[config.mk]
export PLATFORM = sky130hd
export DESIGN_NAME = serial_dac_load_interface
export DESIGN_NICKNAME = d
export VERILOG_FILES = /design/src/dac_load_pkg.sv /design/src/serial_dac_load_interface.sv /design/src/pin_sync.sv
export VERILOG_INCLUDE_DIRS = /design/src
export SDC_FILE = /design/constraint.sdc
export NUM_CORES = 1
export LEC_CHECK = 0
export BUFFER_PORTS_ARGS = -buffer_cell sky130_fd_sc_hd__buf_2
export CAP_MARGIN = 15
export CORE_ASPECT_RATIO = 0.7
export CORE_MARGIN = 1
export CORE_UTILIZATION = 54
export CTS_CLUSTER_DIAMETER = 80
export DETAILED_ROUTE_END_ITERATION = 8
export GPL_ROUTABILITY_DRIVEN = 1
export PLACE_DENSITY_LB_ADDON = 0.1
export SYNTH_ARGS = -nofsm -noshare
export SYNTH_HDL_FRONTEND = slang
export SYNTH_HIERARCHICAL = 1
export SYNTH_SLANG_ARGS = --single-unit
export TNS_END_PERCENT = 20
[constraint.sdc]
create_clock -name clk -period 5.6 [get_ports clk]
set_input_delay 1.12 -clock clk [delete_from_list [all_inputs] [get_ports clk]]
set_output_delay 1.12 -clock clk [all_outputs]
set_load 0.01 [all_outputs]
[src/dac_load_defs.svh]
// Purpose: Constants of the serial DAC load interface.
// Assumes: Included by its bare name.
// Notes: Definitions only.
`ifndef DAC_LOAD_DEFS_SVH
`define DAC_LOAD_DEFS_SVH
`define WORD_BITS 16
`define CODE_BITS 12
`define DONT_CARE_BITS 4
`define BIT_COUNT_W 5
`define LAST_BIT_COUNT 5'h10
`define LATCH_RESET 12'h000
`define PINS_RESET 4'hf
`define SHIFT_RESET 16'h0000
`define COUNT_RESET 5'h00
`define MICROVOLT_RESET 32'h00000000
`define STEP_MICROVOLT_NUM 5000000
`define STEP_DENOM 2048
`endif

[src/dac_load_pkg.sv]
// Purpose: Types of the serial DAC load interface.
// Assumes: Constants come from dac_load_defs.svh.
// Notes: Pin groups travel as packed structs.
`include "dac_load_defs.svh"
package dac_load_pkg;
  typedef struct packed
  {
    logic sclk;
    logic serial_word_in;
    logic sync_n;
    logic latch_load_n;
  } link_pins_type;
  typedef enum logic [1:0]
  {
    idle_st,
    shift_st,
    wait_load_st
  } frame_state_type;
endpackage

[src/serial_dac_load_interface.sv]
// Purpose: Serial input port and latch of a 12-bit signed DAC.
// Assumes: Link clock well below clk/4; pins sampled by clk.
// Notes: Edges of the link lines are found in the clk domain.
`timescale 1ns/1ps
`include "dac_load_defs.svh"
////////////////////////////////////////////////////////////////////////////////
module serial_dac_load_interface
(
  input wire logic clk,
  input wire logic arst_n,
  input wire logic sclk,
  input wire logic serial_word_in,
  input wire logic sync_n,
  input wire logic latch_load_n,
  output logic signed [`CODE_BITS-1:0] dac_code,
  output logic signed [31:0] dac_microvolt,
  output logic latch_update,
  output logic auto_mode
);
  dac_load_pkg::link_pins_type pins_raw;
  dac_load_pkg::link_pins_type pins;
  dac_load_pkg::link_pins_type pins_prev_q, pins_prev_d;
  dac_load_pkg::frame_state_type state_q, state_d;
  logic [`WORD_BITS-1:0] shift_q, shift_d;
  logic [`BIT_COUNT_W-1:0] count_q, count_d;
  logic signed [`CODE_BITS-1:0] latch_q, latch_d;
  logic signed [31:0] microvolt_q, microvolt_d;
  logic auto_q, auto_d;
  logic done_q, done_d;
  logic update_q, update_d;
  logic sclk_fall;
  logic sync_fall;
  logic load_fall;
  logic bit_take;
  logic last_bit;
  logic auto_load;
  logic cmd_load;
  logic [`WORD_BITS-1:0] next_word;

  ////////////////////////////////////////////////////////////////////////////////
  // Link pins pass two flip-flops before any logic reads them.
  function automatic logic fell(input logic was_level, input logic cur_level);
    fell = was_level && !cur_level;
  endfunction

  assign pins_raw = '{
    sclk: sclk,
    serial_word_in: serial_word_in,
    sync_n: sync_n,
    latch_load_n: latch_load_n
  };
  pin_sync pin_sync_inst
  (
    .clk(clk),
    .arst_n(arst_n),
    .pins_async(pins_raw),
    .pins_sync(pins)
  );

  always_comb
  begin
    pins_prev_d = pins;
  end

  always_ff @(posedge clk or negedge arst_n)
  begin
    if (!arst_n)
    begin
      pins_prev_q <= `PINS_RESET;
    end
    else
    begin
      pins_prev_q <= pins_prev_d;
    end
  end

  assign sclk_fall = fell(pins_prev_q.sclk, pins.sclk);
  assign sync_fall = fell(pins_prev_q.sync_n, pins.sync_n);
  assign load_fall = fell(pins_prev_q.latch_load_n, pins.latch_load_n);
  assign next_word = {shift_q[`WORD_BITS-2:0], pins.serial_word_in};

  ////////////////////////////////////////////////////////////////////////////////
  // Load decisions shared by the frame and latch groups.
  assign bit_take = !sync_fall && state_q == dac_load_pkg::shift_st && !pins.sync_n && sclk_fall
    && count_q != `LAST_BIT_COUNT;
  assign last_bit = bit_take && count_q == `LAST_BIT_COUNT - 5'h01;
  assign auto_load = last_bit && auto_q;
  assign cmd_load = !sync_fall && !auto_q && done_q && load_fall;

  ////////////////////////////////////////////////////////////////////////////////
  // Frame control and shift register.
  always_comb
  begin
    state_d = state_q;
    shift_d = shift_q;
    count_d = count_q;
    auto_d = auto_q;
    done_d = done_q;
    if (sync_fall)
    begin
      state_d = dac_load_pkg::shift_st;
      count_d = '0;
      done_d = 1'b0;
      auto_d = !pins.latch_load_n;
    end
    else
    begin
      unique case (state_q)
        dac_load_pkg::idle_st:
        begin
          state_d = dac_load_pkg::idle_st;
        end
        dac_load_pkg::shift_st:
        begin
          if (pins.sync_n)
          begin
            state_d = (done_q && !auto_q) ? dac_load_pkg::wait_load_st : dac_load_pkg::idle_st;
          end
          else if (bit_take)
          begin
            shift_d = next_word;
            count_d = count_q + 5'h01;
            if (last_bit)
            begin
              done_d = 1'b1;
            end
          end
        end
        dac_load_pkg::wait_load_st:
        begin
          state_d = dac_load_pkg::wait_load_st;
        end
        default:
        begin
          state_d = dac_load_pkg::idle_st;
        end
      endcase
      if (cmd_load)
      begin
        done_d = 1'b0;
        if (state_q == dac_load_pkg::wait_load_st)
        begin
          state_d = dac_load_pkg::idle_st;
        end
      end
    end
  end

  always_ff @(posedge clk or negedge arst_n)
  begin
    if (!arst_n)
    begin
      state_q <= dac_load_pkg::idle_st;
      shift_q <= `SHIFT_RESET;
      count_q <= `COUNT_RESET;
      auto_q <= 1'b0;
      done_q <= 1'b0;
    end
    else
    begin
      state_q <= state_d;
      shift_q <= shift_d;
      count_q <= count_d;
      auto_q <= auto_d;
      done_q <= done_d;
    end
  end

  ////////////////////////////////////////////////////////////////////////////////
  // The latch is written only on an automatic or a commanded load.
  always_comb
  begin
    latch_d = latch_q;
    update_d = 1'b0;
    if (auto_load)
    begin
      latch_d = next_word[`CODE_BITS-1:0];
      update_d = 1'b1;
    end
    else if (cmd_load)
    begin
      latch_d = shift_q[`CODE_BITS-1:0];
      update_d = 1'b1;
    end
    microvolt_d = 32'(int'(latch_d) * (`STEP_MICROVOLT_NUM / `STEP_DENOM));
  end

  always_ff @(posedge clk or negedge arst_n)
  begin
    if (!arst_n)
    begin
      latch_q <= `LATCH_RESET;
      microvolt_q <= `MICROVOLT_RESET;
      update_q <= 1'b0;
    end
    else
    begin
      latch_q <= latch_d;
      microvolt_q <= microvolt_d;
      update_q <= update_d;
    end
  end

  ////////////////////////////////////////////////////////////////////////////////
  // Outputs: signed code, its nominal level in microvolts, the update pulse and the mode flag.
  assign dac_code = latch_q;
  assign dac_microvolt = microvolt_q;
  assign latch_update = update_q;
  assign auto_mode = auto_q;
endmodule

[src/pin_sync.sv]
// Purpose: Two-flop synchroniser for the link pins.
// Assumes: Pins are asynchronous to clk.
// Notes: Only the second stage is read outside.
`timescale 1ns/1ps
`include "dac_load_defs.svh"
module pin_sync
(
  input wire logic clk,
  input wire logic arst_n,
  input wire dac_load_pkg::link_pins_type pins_async,
  output dac_load_pkg::link_pins_type pins_sync
);
  dac_load_pkg::link_pins_type stage1_q;
  dac_load_pkg::link_pins_type stage2_q;
  always_ff @(posedge clk or negedge arst_n)
  begin
    if (!arst_n)
    begin
      stage1_q <= `PINS_RESET;
      stage2_q <= `PINS_RESET;
    end
    else
    begin
      stage1_q <= pins_async;
      stage2_q <= stage1_q;
    end
  end
  assign pins_sync = stage2_q;
endmodule

==> reports/qor.yml, run 1 <==
die_h_um: 80.95
grt_max_degree: 68
clock_sinks: 67
multi_input_area_mm2: 0.002898
grt_pass1_vias: 3384
hold_slack_ns: 0.3552
synth_cell_types: 64
ys_ff_latch: 67
busiest_layer: "met2"
status: "finished clean"
r2r-end: "dac_microvolt[24]"
fin_nets: 618
critPathKind: "reg2reg"
ys_seq_area_frac: 0.3515
hold_viol_final: 0
num_vias: 3352
power.density_mw_per_mm2: 195.2
gp_congestion: 0.8551
start_util: 0.5625
min_from: "pin_sync_inst/stage1_q[2]"
first_pass_iters: 4
required_ns: 5.82
grt_pass1_wl_um: 16140
critPathArrivalTime_ns: 5.65
fp-row-count: 28
leakage_nw: 3.246
syn_avg_cell_area_um2: 10.88
slew_headroom: 0.4530
synth_warnings: 6
met3_usage: 0.05075
synth_edf_count: 0
grt_usage: 0.2293
skew_ns: 0.006214
drive_gt1_frac: 0.3031
ff_latch_area_mm2: 0.001690
reg2regPathDepth: 25
drc: 0
peakVddDrop_mv: 0.1492
placed_cell_area_mm2: 0.005235
fin_area_mm2: 0.005761
use_met1: 0.3136
cp-start-kind: "flip-flop"
die_w_um: 114.8
worst_pin_slew_ns: 0.8205
root_buffer: "clkbuf_16"
use_met2: 0.3667
cts_buffers: 9
synth_area_mm2: 0.004808
holdPathEnd: "pin_sync_inst/pins_sync[2]"
ant_nets: 0
clk_latency_ns: 0.34
whs_path_depth: 0
cp_max_fo: 6
max_freq_ghz: 0.1841
antenna_found_initial: 0
ctsLongestPathBuffers: 2
ys_async_sr_fraction: 1.000
syn-instance-count: 442
syn_nets: 547
r2r-start: "count_q[0]"
period_needed_ns: 5.431
final_common_cell: "ha_1"
drv_cap: 0
hold_class: "reg2reg"
clk_pin_slew_ns: 0.06
syn2layout_area_growth_pct: 19.80
design.die.area_mm2: 0.009292
fill_cells: 664
period_share: 0.9697
routed_wl_um: 9363
post-route-util: 0.6739
antenna_cells: 0
routedWlPerCell_um: 14.68
slew_viol_final: 0
cp-end-kind: "flip-flop"
avgViaCountPerCell: 5.254
ys.flop_type: "dfrtp_1"
final_cell_mix: "ha_1 (69), inv_1 (62), dfrtp_1 (56)"
rsz0062_at_grt: "yes"
cts_htree_levels: 3
drt-initial-drc-count: 162
io_buffers: 51
ff2ff_setup_slack_ns: 0.17
cts_tree: "done"
fp.coreArea_mm2: 0.008548
ioPinCount: 52
post-dp-hpwl_um: 6899
gr-total-overflow: 0
setup_violations: 0
==> where the power goes <==
group | switching, W | total, W | internal [W]
clock | 0.000239 | 0.000592 | 0.000353
sequential | 0.00000776 | 0.000505 | 0.000497
combinational | 0.0000166 | 0.0000278 | 0.0000111
==> cell type report <==
cell class / instances / share of cell area
multi-input combinational: 293 / 0.5030
sequential: 67 / 0.2934
timing repair buffer: 79 / 0.08275
inverter: 63 / 0.04105
clock buffer: 9 / 0.03910
tap: 120 / 0.02606
clock inverter: 7 / 0.01455
==> synthesized netlist by cell type, drive strengths merged, types with 3 or more instances <==
master,instances,area share
inv,63,0.049
dfstp,11,0.060
nand2,27,0.022
o211ai,4,0.0062
xnor2,14,0.026
nand2b,5,0.0065
or3,3,0.0039
nand3,3,0.0031
nand4,4,0.0052
nor2b,4,0.0068
o21a,4,0.0062
a21oi,18,0.020
buf,18,0.028
nor2,15,0.012
mux2i,13,0.027
or2,3,0.0039
o21ai,16,0.017
ha,78,0.20
xor2,7,0.013
dfrtp,56,0.29
a21o,3,0.0049
nor3,5,0.0062
and3,3,0.0049
mux2,12,0.028
fa,21,0.087
==> stage by stage <==
stage / setup slack, ns / setup TNS, ns / instances / power (W)
after global placement: 0.09063 / 0 / 615 / 0.0005385
after detailed placement: -0.05523 / -0.08070 / 615 / 0.0005397
after global routing: -0.05155 / -0.1439 / 638 / 0.001166
final: 0.1694 / 0 / 638 / 0.001124
after CTS: -0.005227 / -0.005227 / 631 / 0.001135
after floorplan: 0.006981 / 0 / 442 / 0.0005226
==> worst max-delay path, stage by stage (launching register included) <==
cell,delay [ns]
dfrtp_1,0.40
ha_2,0.20
and3_1,0.14
ha_1,0.19
and3b_2,0.23
o311a_4,0.16
nand2_1,0.08
o21a_1,0.15
inv_2,0.06
ha_4,0.29
xor2_4,0.18
ha_2,0.18
nor2_1,0.06
fa_1,0.48
inv_1,0.06
fa_1,0.54
inv_1,0.06
fa_1,0.53
inv_1,0.06
ha_4,0.24
buf_4,0.14
and4_2,0.20
a22oi_2,0.28
or2_1,0.18
a21oi_2,0.07
xor2_1,0.16
==> timing repair <==
action	CTS	global route
hold buffers	0	0
gates resized for setup	4	25
pin swaps	0	14
setup buffers	0	6
gates cloned	0	1
setup endpoints to repair	3	10
==> metal layers <==
metal | wire length, um | share of wire
met5 | 0 | 0
met4 | 105 | 0.011
met3 | 468 | 0.050
met2 | 4161 | 0.44
met1 | 4628 | 0.49
==> flip-flops by register name, indices dropped and copies added (netlist names) <==
name,flops
pin_sync_inst/pins_sync,4
pins_prev_q,3
dac_code,9
count_q,5
auto_mode,1
latch_update,1
pin_sync_inst/stage1_q,4
done_q,1
shift_q,12
state_q,2
dac_microvolt,25
==> logic make-up after synthesis <==
kind of cell / Yosys count / synth area share
flip-flops: 67 / 0.3515
buffers and inverters: 83 / 0.07910
adder cells (fa/ha/maj): 99 / 0.2904
XOR/XNOR: 21 / 0.03825
AO/OA/AOI/OAI: 66 / 0.09524
multiplexers: 25 / 0.05516
AND/OR/NAND/NOR: 81 / 0.09029
==> how the worst max path moves through the flow <==
stage / start / cells after the start / slack, ns / endpoint
after floorplan: count_q[0] / 24 / 0.007 / dac_microvolt[21]
after global placement: count_q[0] / 24 / 0.09 / dac_microvolt[21]
after detailed placement: count_q[0] / 22 / -0.06 / dac_microvolt[21]
after CTS: count_q[0] / 25 / -0.005 / dac_microvolt[18]
after global routing: count_q[1] / 24 / -0.05 / dac_microvolt[24]
final: count_q[0] / 25 / 0.17 / dac_microvolt[24]
Power figures use the tool's default switching activity.
==> inputs of run 2 (changes only) <==
Settings changed: CELL_PAD_IN_SITES_DETAIL_PLACEMENT set to 0, CELL_PAD_IN_SITES_GLOBAL_PLACEMENT set to 2, CORE_UTILIZATION 54 to 35.
==> run 2 against run 1 <==
  * Non-clock buffer count up 2
  * Utilization down 23 points
  * Worst setup slack gained 0.13 ns
  * Sequential share of layout area fell by 0.32 points
  * Total power is 2.2% lower
  * Final cell count grew 10%
  * Sequential power about the same
  * Clock skew shrank 0.0011 ns
  * Die area up 53%
  * Fmax grew 2.5%
  * Cell area rose by 1.1%
  * Critical endpoint unchanged
  * Largest cell class unchanged
==> reports/qor.yml, run 2 (synthesis gave the netlist of run 1 again) <==
status: "finished clean"
clk_pin_slew_ns: 0.06  # about the same
drive_gt1_frac: 0.2987  # -0.004438
cts_buffers: 9  # unchanged
fill_cells: 1314  # +98%
post-route-util: 0.4389  # -0.2349
final_cell_mix: "ha_1 (69), inv_1 (62), dfrtp_1 (56)"
cts_htree_levels: 3  # unchanged
die_h_um: 100.1  # +24%
design.die.area_mm2: 0.01422  # +53%
slowest_stage: "fa_1"
power.density_mw_per_mm2: 188.8  # -3.3%
grt_pass1_vias: 3319  # -1.9%
critPathArrivalTime_ns: 5.56  # -0.09 ns
antenna_found_initial: 0  # unchanged
fin_area_mm2: 0.005824  # +1.1%
place_ws_ns: 0.002823  # +0.05805 ns
num_vias: 3245  # -3.2%
ioPinCount: 52  # unchanged
leakage_nw: 3.245  # about the same
grt_max_degree: 68  # unchanged
grt_pass1_wl_um: 17540  # +8.7%
critPathKind: "reg2reg"
ant_nets: 0  # unchanged
cpPeakStageDelay_ns: 0.58  # +0.04 ns
hold_class: "reg2reg"
cp-end-kind: "flip-flop"
antenna_cells: 0  # unchanged
peakVddDrop_mv: 0.1035  # -31%
slew_viol_final: 0  # unchanged
largest_reg_flops: 25  # unchanged
required_ns: 5.86  # +0.04 ns
slew_headroom: 0.4200  # -0.03300
io_buffers: 51  # unchanged
fin_nets: 619  # +0.16%
fin_ws_ns: 0.3000  # +0.1306 ns
period_needed_ns: 5.300  # -0.1306 ns
post-dp-hpwl_um: 7848  # +14%
routed_wl_um: 10370  # +11%
clk_latency_ns: 0.33  # about the same
gr-total-overflow: 0  # unchanged
clock_sinks: 67  # unchanged
final_common_cell: "ha_1"
avgViaCountPerCell: 4.609  # -12%
worst_pin_slew_ns: 0.8700  # +0.04949 ns
fp-row-count: 35  # +25%
cts_tree: "done"
routedWlPerCell_um: 14.72  # +0.32%
final_cells: 704  # +10%
max_freq_ghz: 0.1887  # +2.5%
drv_cap: 0  # unchanged
first_pass_iters: 4  # unchanged
skew_ns: 0.005153  # -0.001061 ns
die_w_um: 142.1  # +24%
grt_usage: 0.1616  # -0.06765
start_util: 0.3624  # -0.2001
drc: 0  # unchanged
hold_viol_final: 0  # unchanged
placed_cells: 681  # +11%
setup_violations: 0  # unchanged
syn2layout_area_growth_pct: 21.13
gp_congestion: 0.8480  # -0.83%
cp-start-kind: "flip-flop"
cp_cell_sequence: "ha_1, and3_1, ha_2, and3b_1, o311a_4, nand2_1, o21ai_4, buf_6, inv_1, fa_1, xnor2_1, ha_1, ha_1, inv_1, fa_1, inv_1, ha_1, ha_4, nand2_1, or3_1, or2_1, a21oi_2, xor2_1"
ctsLongestPathBuffers: 2  # unchanged
period_share: 0.9464  # -0.02332
finalSetupTns_ns: 0  # unchanged
crit_path_frequent_cell: "ha_1"
root_buffer: "clkbuf_16"
fp.coreArea_mm2: 0.01327  # +55%
cp_max_fo: 8  # +2
placed_cell_area_mm2: 0.005324  # +1.7%
drt-initial-drc-count: 66  # -59%
==> run 2: cell types whose count changed in the layout (fill, tap and decap cells not counted), sizes merged <==
cell / previous run / this run
inv: 67 / 63
buf: 79 / 81
clkinvlp: 1 / 3
clkbuf: 9 / 10
clkinv: 1 / 2
o311a: 2 / 1
==> run 2: path summary, 6_finish.rpt <==
kind                                                start                         end  slack (ns)  cells past startpoint
worst max-delay path                           count_q[0]           dac_microvolt[24]        0.30                     23
worst min-delay path            pin_sync_inst/stage1_q[2]  pin_sync_inst/pins_sync[2]        0.36                      0
min in group asynchronous                          arst_n                  shift_q[2]        0.99                      2
worst min register to register  pin_sync_inst/stage1_q[2]  pin_sync_inst/pins_sync[2]        0.36                      0
worst max register to register                 count_q[0]           dac_microvolt[24]        0.30                     23
max in group asynchronous                          arst_n                  count_q[0]        4.05                      2
==> run 2: final cells by class <==
type | instances | area [um^2] | area share
inverters | 63 | 236.5 | 0.04060
repair buffers | 81 | 491.7 | 0.08443
clock inverters | 6 | 66.31 | 0.01139
multi-input cells | 292 | 2879 | 0.4943
flip-flops and latches | 67 | 1690 | 0.2902
clock buffers | 10 | 229.0 | 0.03931
well taps | 185 | 231.5 | 0.03974
==> run 2: power breakdown <==
| group | internal (W) | switching [W] |
|---|---|---|
| Combinational | 0.0000106 | 0.0000169 |
| Clock | 0.000345 | 0.000222 |
| Sequential | 0.000497 | 0.00000806 |
==> run 2: timing repair <==
action                                  CTS  global route
pin swaps                                 5            17
buffers inserted                          2             5
hold buffers                              0             0
endpoints found under the setup margin    4            10
resized for setup                         4            26
==> run 2: routing by layer <==
layer  part of all wire  routed length, um  GRT usage  vias to the layer above
li1                   -                  -          -                     1623
met1               0.57               5929     0.2567                     1561
met2               0.39               4008     0.2100                       52
met3              0.032                329    0.03817                        9
met4             0.0094                 97    0.04715                        0
met5                  0                  0          0                        -
==> run 2: metrics by stage <==
step / total power (W) / hold WS, ns
floorplan: 0.0005226 / 0.3452
global placement: 0.0005411 / 0.3466
detailed placement: 0.0005417 / 0.3478
CTS: 0.001125 / 0.3580
global route: 0.001147 / 0.3577
finish: 0.001099 / 0.3565
==> run 2: critical path: cells and delay by family, from the launching register on <==
kind | cells | cell delay [ns]
buffers and inverters | 4 | 0.31
AOI/OAI and AO/OA | 3 | 0.48
adders and majority gates | 8 | 2.64
DFF | 1 | 0.35
xor gates and xnor gates | 2 | 0.28
and+or+nand+nor | 6 | 1.15
==> inputs of run 3 (changes only) <==
Settings changed: ABC_AREA set to 1, CAP_MARGIN 15 to 20, CORE_MARGIN 1 to unset, CORE_UTILIZATION 35 to 33.
==> run 3 against run 2 <==
  * Synthesized cell count up 27%
  * Sequential power about the same
  * Cell area about the same
  * Die area up 10%
  * Count of clock-buffer cells in the layout down 1
  * Global-route usage up 0.87 points
  * Critical path depth up 4
  * Routed wire length up 16%
  * Critical endpoint unchanged
  * Largest cell class unchanged
==> reports/qor.yml, run 3 <==
ys.flop_type: "dfrtp_1"
final_cell_mix: "nand2_1 (109), inv_1 (100), ha_1 (76)"
cp_max_fo: 10  # +2
ys_ff_latch: 67  # unchanged
post-route-util: 0.3943  # -0.04464
grt_pass1_wl_um: 20240  # +15%
clk_latency_ns: 0.33  # about the same
swShare: 0.2440  # +0.01923
p_total_w: 0.001132  # +2.9%
setup_violations: 0  # unchanged
synth.area.top_cells: "dfrtp_1 (28%), ha_1 (20%), fa_1 (8.4%)"
clock_sinks: 67  # unchanged
yosysTopAreaCell: "dfrtp_1"
ioPinCount: 52  # unchanged
yosys.area_share.simple: 0.1648  # +0.07454
grt_pass1_vias: 3762  # +13%
cts_buffers: 9  # unchanged
synthAdderAreaFrac: 0.2791  # -0.01126
p_sw_w: 0.0002762  # +12%
yosysMostFrequentCell: "nand2_1"
p_int_w: 0.0008555  # +0.39%
leakage_nw: 3.409  # +5.0%
hold_class: "reg2reg"
routedWlPerCell_um: 14.64  # -0.56%
synth_top_family_by_area: "adder cells"
p_seq_frac: 0.444  # -0.015
fin_area_mm2: 0.005823  # about the same
gp_congestion: 0.7864  # -7.3%
first_pass_iters: 4  # unchanged
slew_headroom: 0.4054  # -0.01461
synth_commonest_cells: "nand2_1 (110), inv_1 (100), ha_1 (78)"
syn_avg_cell_area_um2: 8.885  # -18%
antenna_cells: 0  # unchanged
cp-start-kind: "flip-flop"
synth_edf_count: 0  # unchanged
combPwrFrac: 0.026  # about the same
drive_gt1_frac: 0.2041  # -0.09450
die_w_um: 149.2  # +5.0%
worst_pin_slew_ns: 0.8919  # +0.02192 ns
ys_async_sr_fraction: 1.000  # unchanged
final_common_cell: "nand2_1"
avgViaCountPerCell: 4.558  # -1.1%
period_needed_ns: 5.282  # -0.01763 ns
die_h_um: 105.0  # +4.9%
period_share: 0.9433  # -0.003148
largest_reg_flops: 25  # unchanged
root_buffer: "clkbuf_16"
finalSetupTns_ns: 0  # unchanged
cts.hold.buffers_added: 0  # unchanged
grt_usage: 0.1703  # +0.008719
synth-compound-area-share: 0.09105  # -0.004193
ctsLongestPathBuffers: 2  # unchanged
power.share.clock: 0.531  # +0.015
drc: 0  # unchanged
start_util: 0.3387  # -0.02365
design.die.area_mm2: 0.01566  # +10%
skew_ns: 0.01255  # +0.007399 ns
status: "finished clean"
peakVddDrop_mv: 0.1306  # +26%
syn-instance-count: 563  # +27%
critPathArrivalTime_ns: 5.55  # about the same
synth_cell_types: 35  # -45%
cts_tree: "done"
synth_top_area_share: 0.2801  # -0.01130
drv_cap: 0  # unchanged
num_vias: 3747  # +15%
gr-total-overflow: 0  # unchanged
required_ns: 5.87  # about the same
cp-end-kind: "flip-flop"
post-dp-hpwl_um: 9373  # +19%
ant_nets: 0  # unchanged
clk_pin_slew_ns: 0.06  # about the same
routed_wl_um: 12030  # +16%
ys_seq_area_frac: 0.3379  # -0.01363
antenna_found_initial: 0  # unchanged
syn2layout_area_growth_pct: 16.41
synth-xor-area-share: 0.02101  # -0.01724
synth_warnings: 6  # unchanged
fp.coreArea_mm2: 0.01477  # +11%
drt-initial-drc-count: 209  # +220%
placed_cell_area_mm2: 0.005454  # +2.4%
cts_htree_levels: 3  # unchanged
power.density_mw_per_mm2: 194.4  # +3.0%
critPathKind: "reg2reg"
grt_max_degree: 68  # unchanged
hold_viol_final: 0  # unchanged
io_buffers: 51  # unchanged
max_freq_ghz: 0.1893  # +0.33%
synthMuxAreaShare: 0  # -0.05517
syn_nets: 668  # +22%
synth_area_mm2: 0.005002  # +4.0%
fp-row-count: 37  # +5.7%
fin_nets: 727  # +17%
slew_viol_final: 0  # unchanged
==> run 3: area by class of cell <==
| type | count | area (um^2) |
|---|---|---|
| Timing Repair Buffer | 64 | 355.3 |
| Clock buffer | 9 | 225.2 |
| Tap cell | 195 | 244.0 |
| Sequential cell | 67 | 1692 |
| Fill cell | 1523 | 8945 |
| Clock inverter | 7 | 83.83 |
| Multi-Input combinational cell | 372 | 2818 |
| Inverter | 108 | 405.4 |
==> run 3: repair_timing <==
action	in CTS	in global routing
resized for setup	0	10
setup buffers	0	3
setup endpoints to repair	0	11
==> run 3: through the flow <==
step	hold WS, ns	worst slack (ns)	cells
detailed placement	0.3476	0.1073	803
CTS	0.3565	0.1026	819
floorplan	0.3452	0.5638	563
finish	0.3555	0.3176	822
global route	0.3593	-0.004709	822
global placement	0.3459	0.2211	803
==> run 3: metal layers <==
layer  track usage  wire length [um]
met1        0.2717              6805
met5             0                 0
met3       0.03057               433
met2        0.2349              4704
met4       0.03061                90
==> run 3: power groups by stage <==
| stage | combinational (W) | sequential [W] | clock [W] |
|---|---|---|---|
| detailed placement | 0.0000303 | 0.000511 | 0 |
| finish | 0.0000289 | 0.000502 | 0.000601 |
| global route | 0.0000345 | 0.000503 | 0.000638 |
| floorplan | 0.0000128 | 0.000510 | 0 |
| global placement | 0.0000297 | 0.000510 | 0 |
| CTS | 0.0000304 | 0.000502 | 0.000622 |
==> run 3: final timing paths <==
check | startpoint | end | slack [ns] | depth (start not counted)
min in group asynchronous | arst_n | dac_microvolt[14] | 0.92 | 1
hold reg to reg | pin_sync_inst/stage1_q[0] | pin_sync_inst/pins_sync[0] | 0.36 | 0
hold / removal | pin_sync_inst/stage1_q[0] | pin_sync_inst/pins_sync[0] | 0.36 | 0
setup / recovery | count_q[1] | dac_microvolt[24] | 0.32 | 27
setup reg to reg | count_q[1] | dac_microvolt[24] | 0.32 | 27
max in group asynchronous | arst_n | auto_mode | 4.08 | 1
==> run 3: kinds of logic (layout without fill, tap and decap cells) <==
| group | after synthesis | count (layout) |
|---|---|---|
| DFF | 67 | 67 |
| adders and majority gates | 99 | 99 |
| AOI/OAI and AO/OA | 76 | 76 |
| xor gates and xnor gates | 12 | 12 |
| buffers and inverters | 124 | 188 |
| and+or+nand+nor | 185 | 185 |
==> run 3: worst max-delay path, cell delays in order (launching register included) <==
cell and delay (ns):
dfrtp_1 0.38, ha_1 0.19, nand2_1 0.06, nor2_1 0.10
ha_2 0.24, nand4_4 0.13, inv_2 0.10, buf_4 0.21
nand2_1 0.11, o21ai_4 0.14, ha_1 0.30, ha_1 0.28
inv_1 0.05, fa_1 0.50, inv_1 0.06, fa_1 0.53
inv_1 0.05, fa_1 0.53, inv_1 0.05, ha_2 0.37
nand2_1 0.16, nor2_4 0.17, o21ai_0 0.14, nand3_1 0.09
nand2_1 0.08, nand3_1 0.09, nand2_1 0.05, nand2_1 0.06
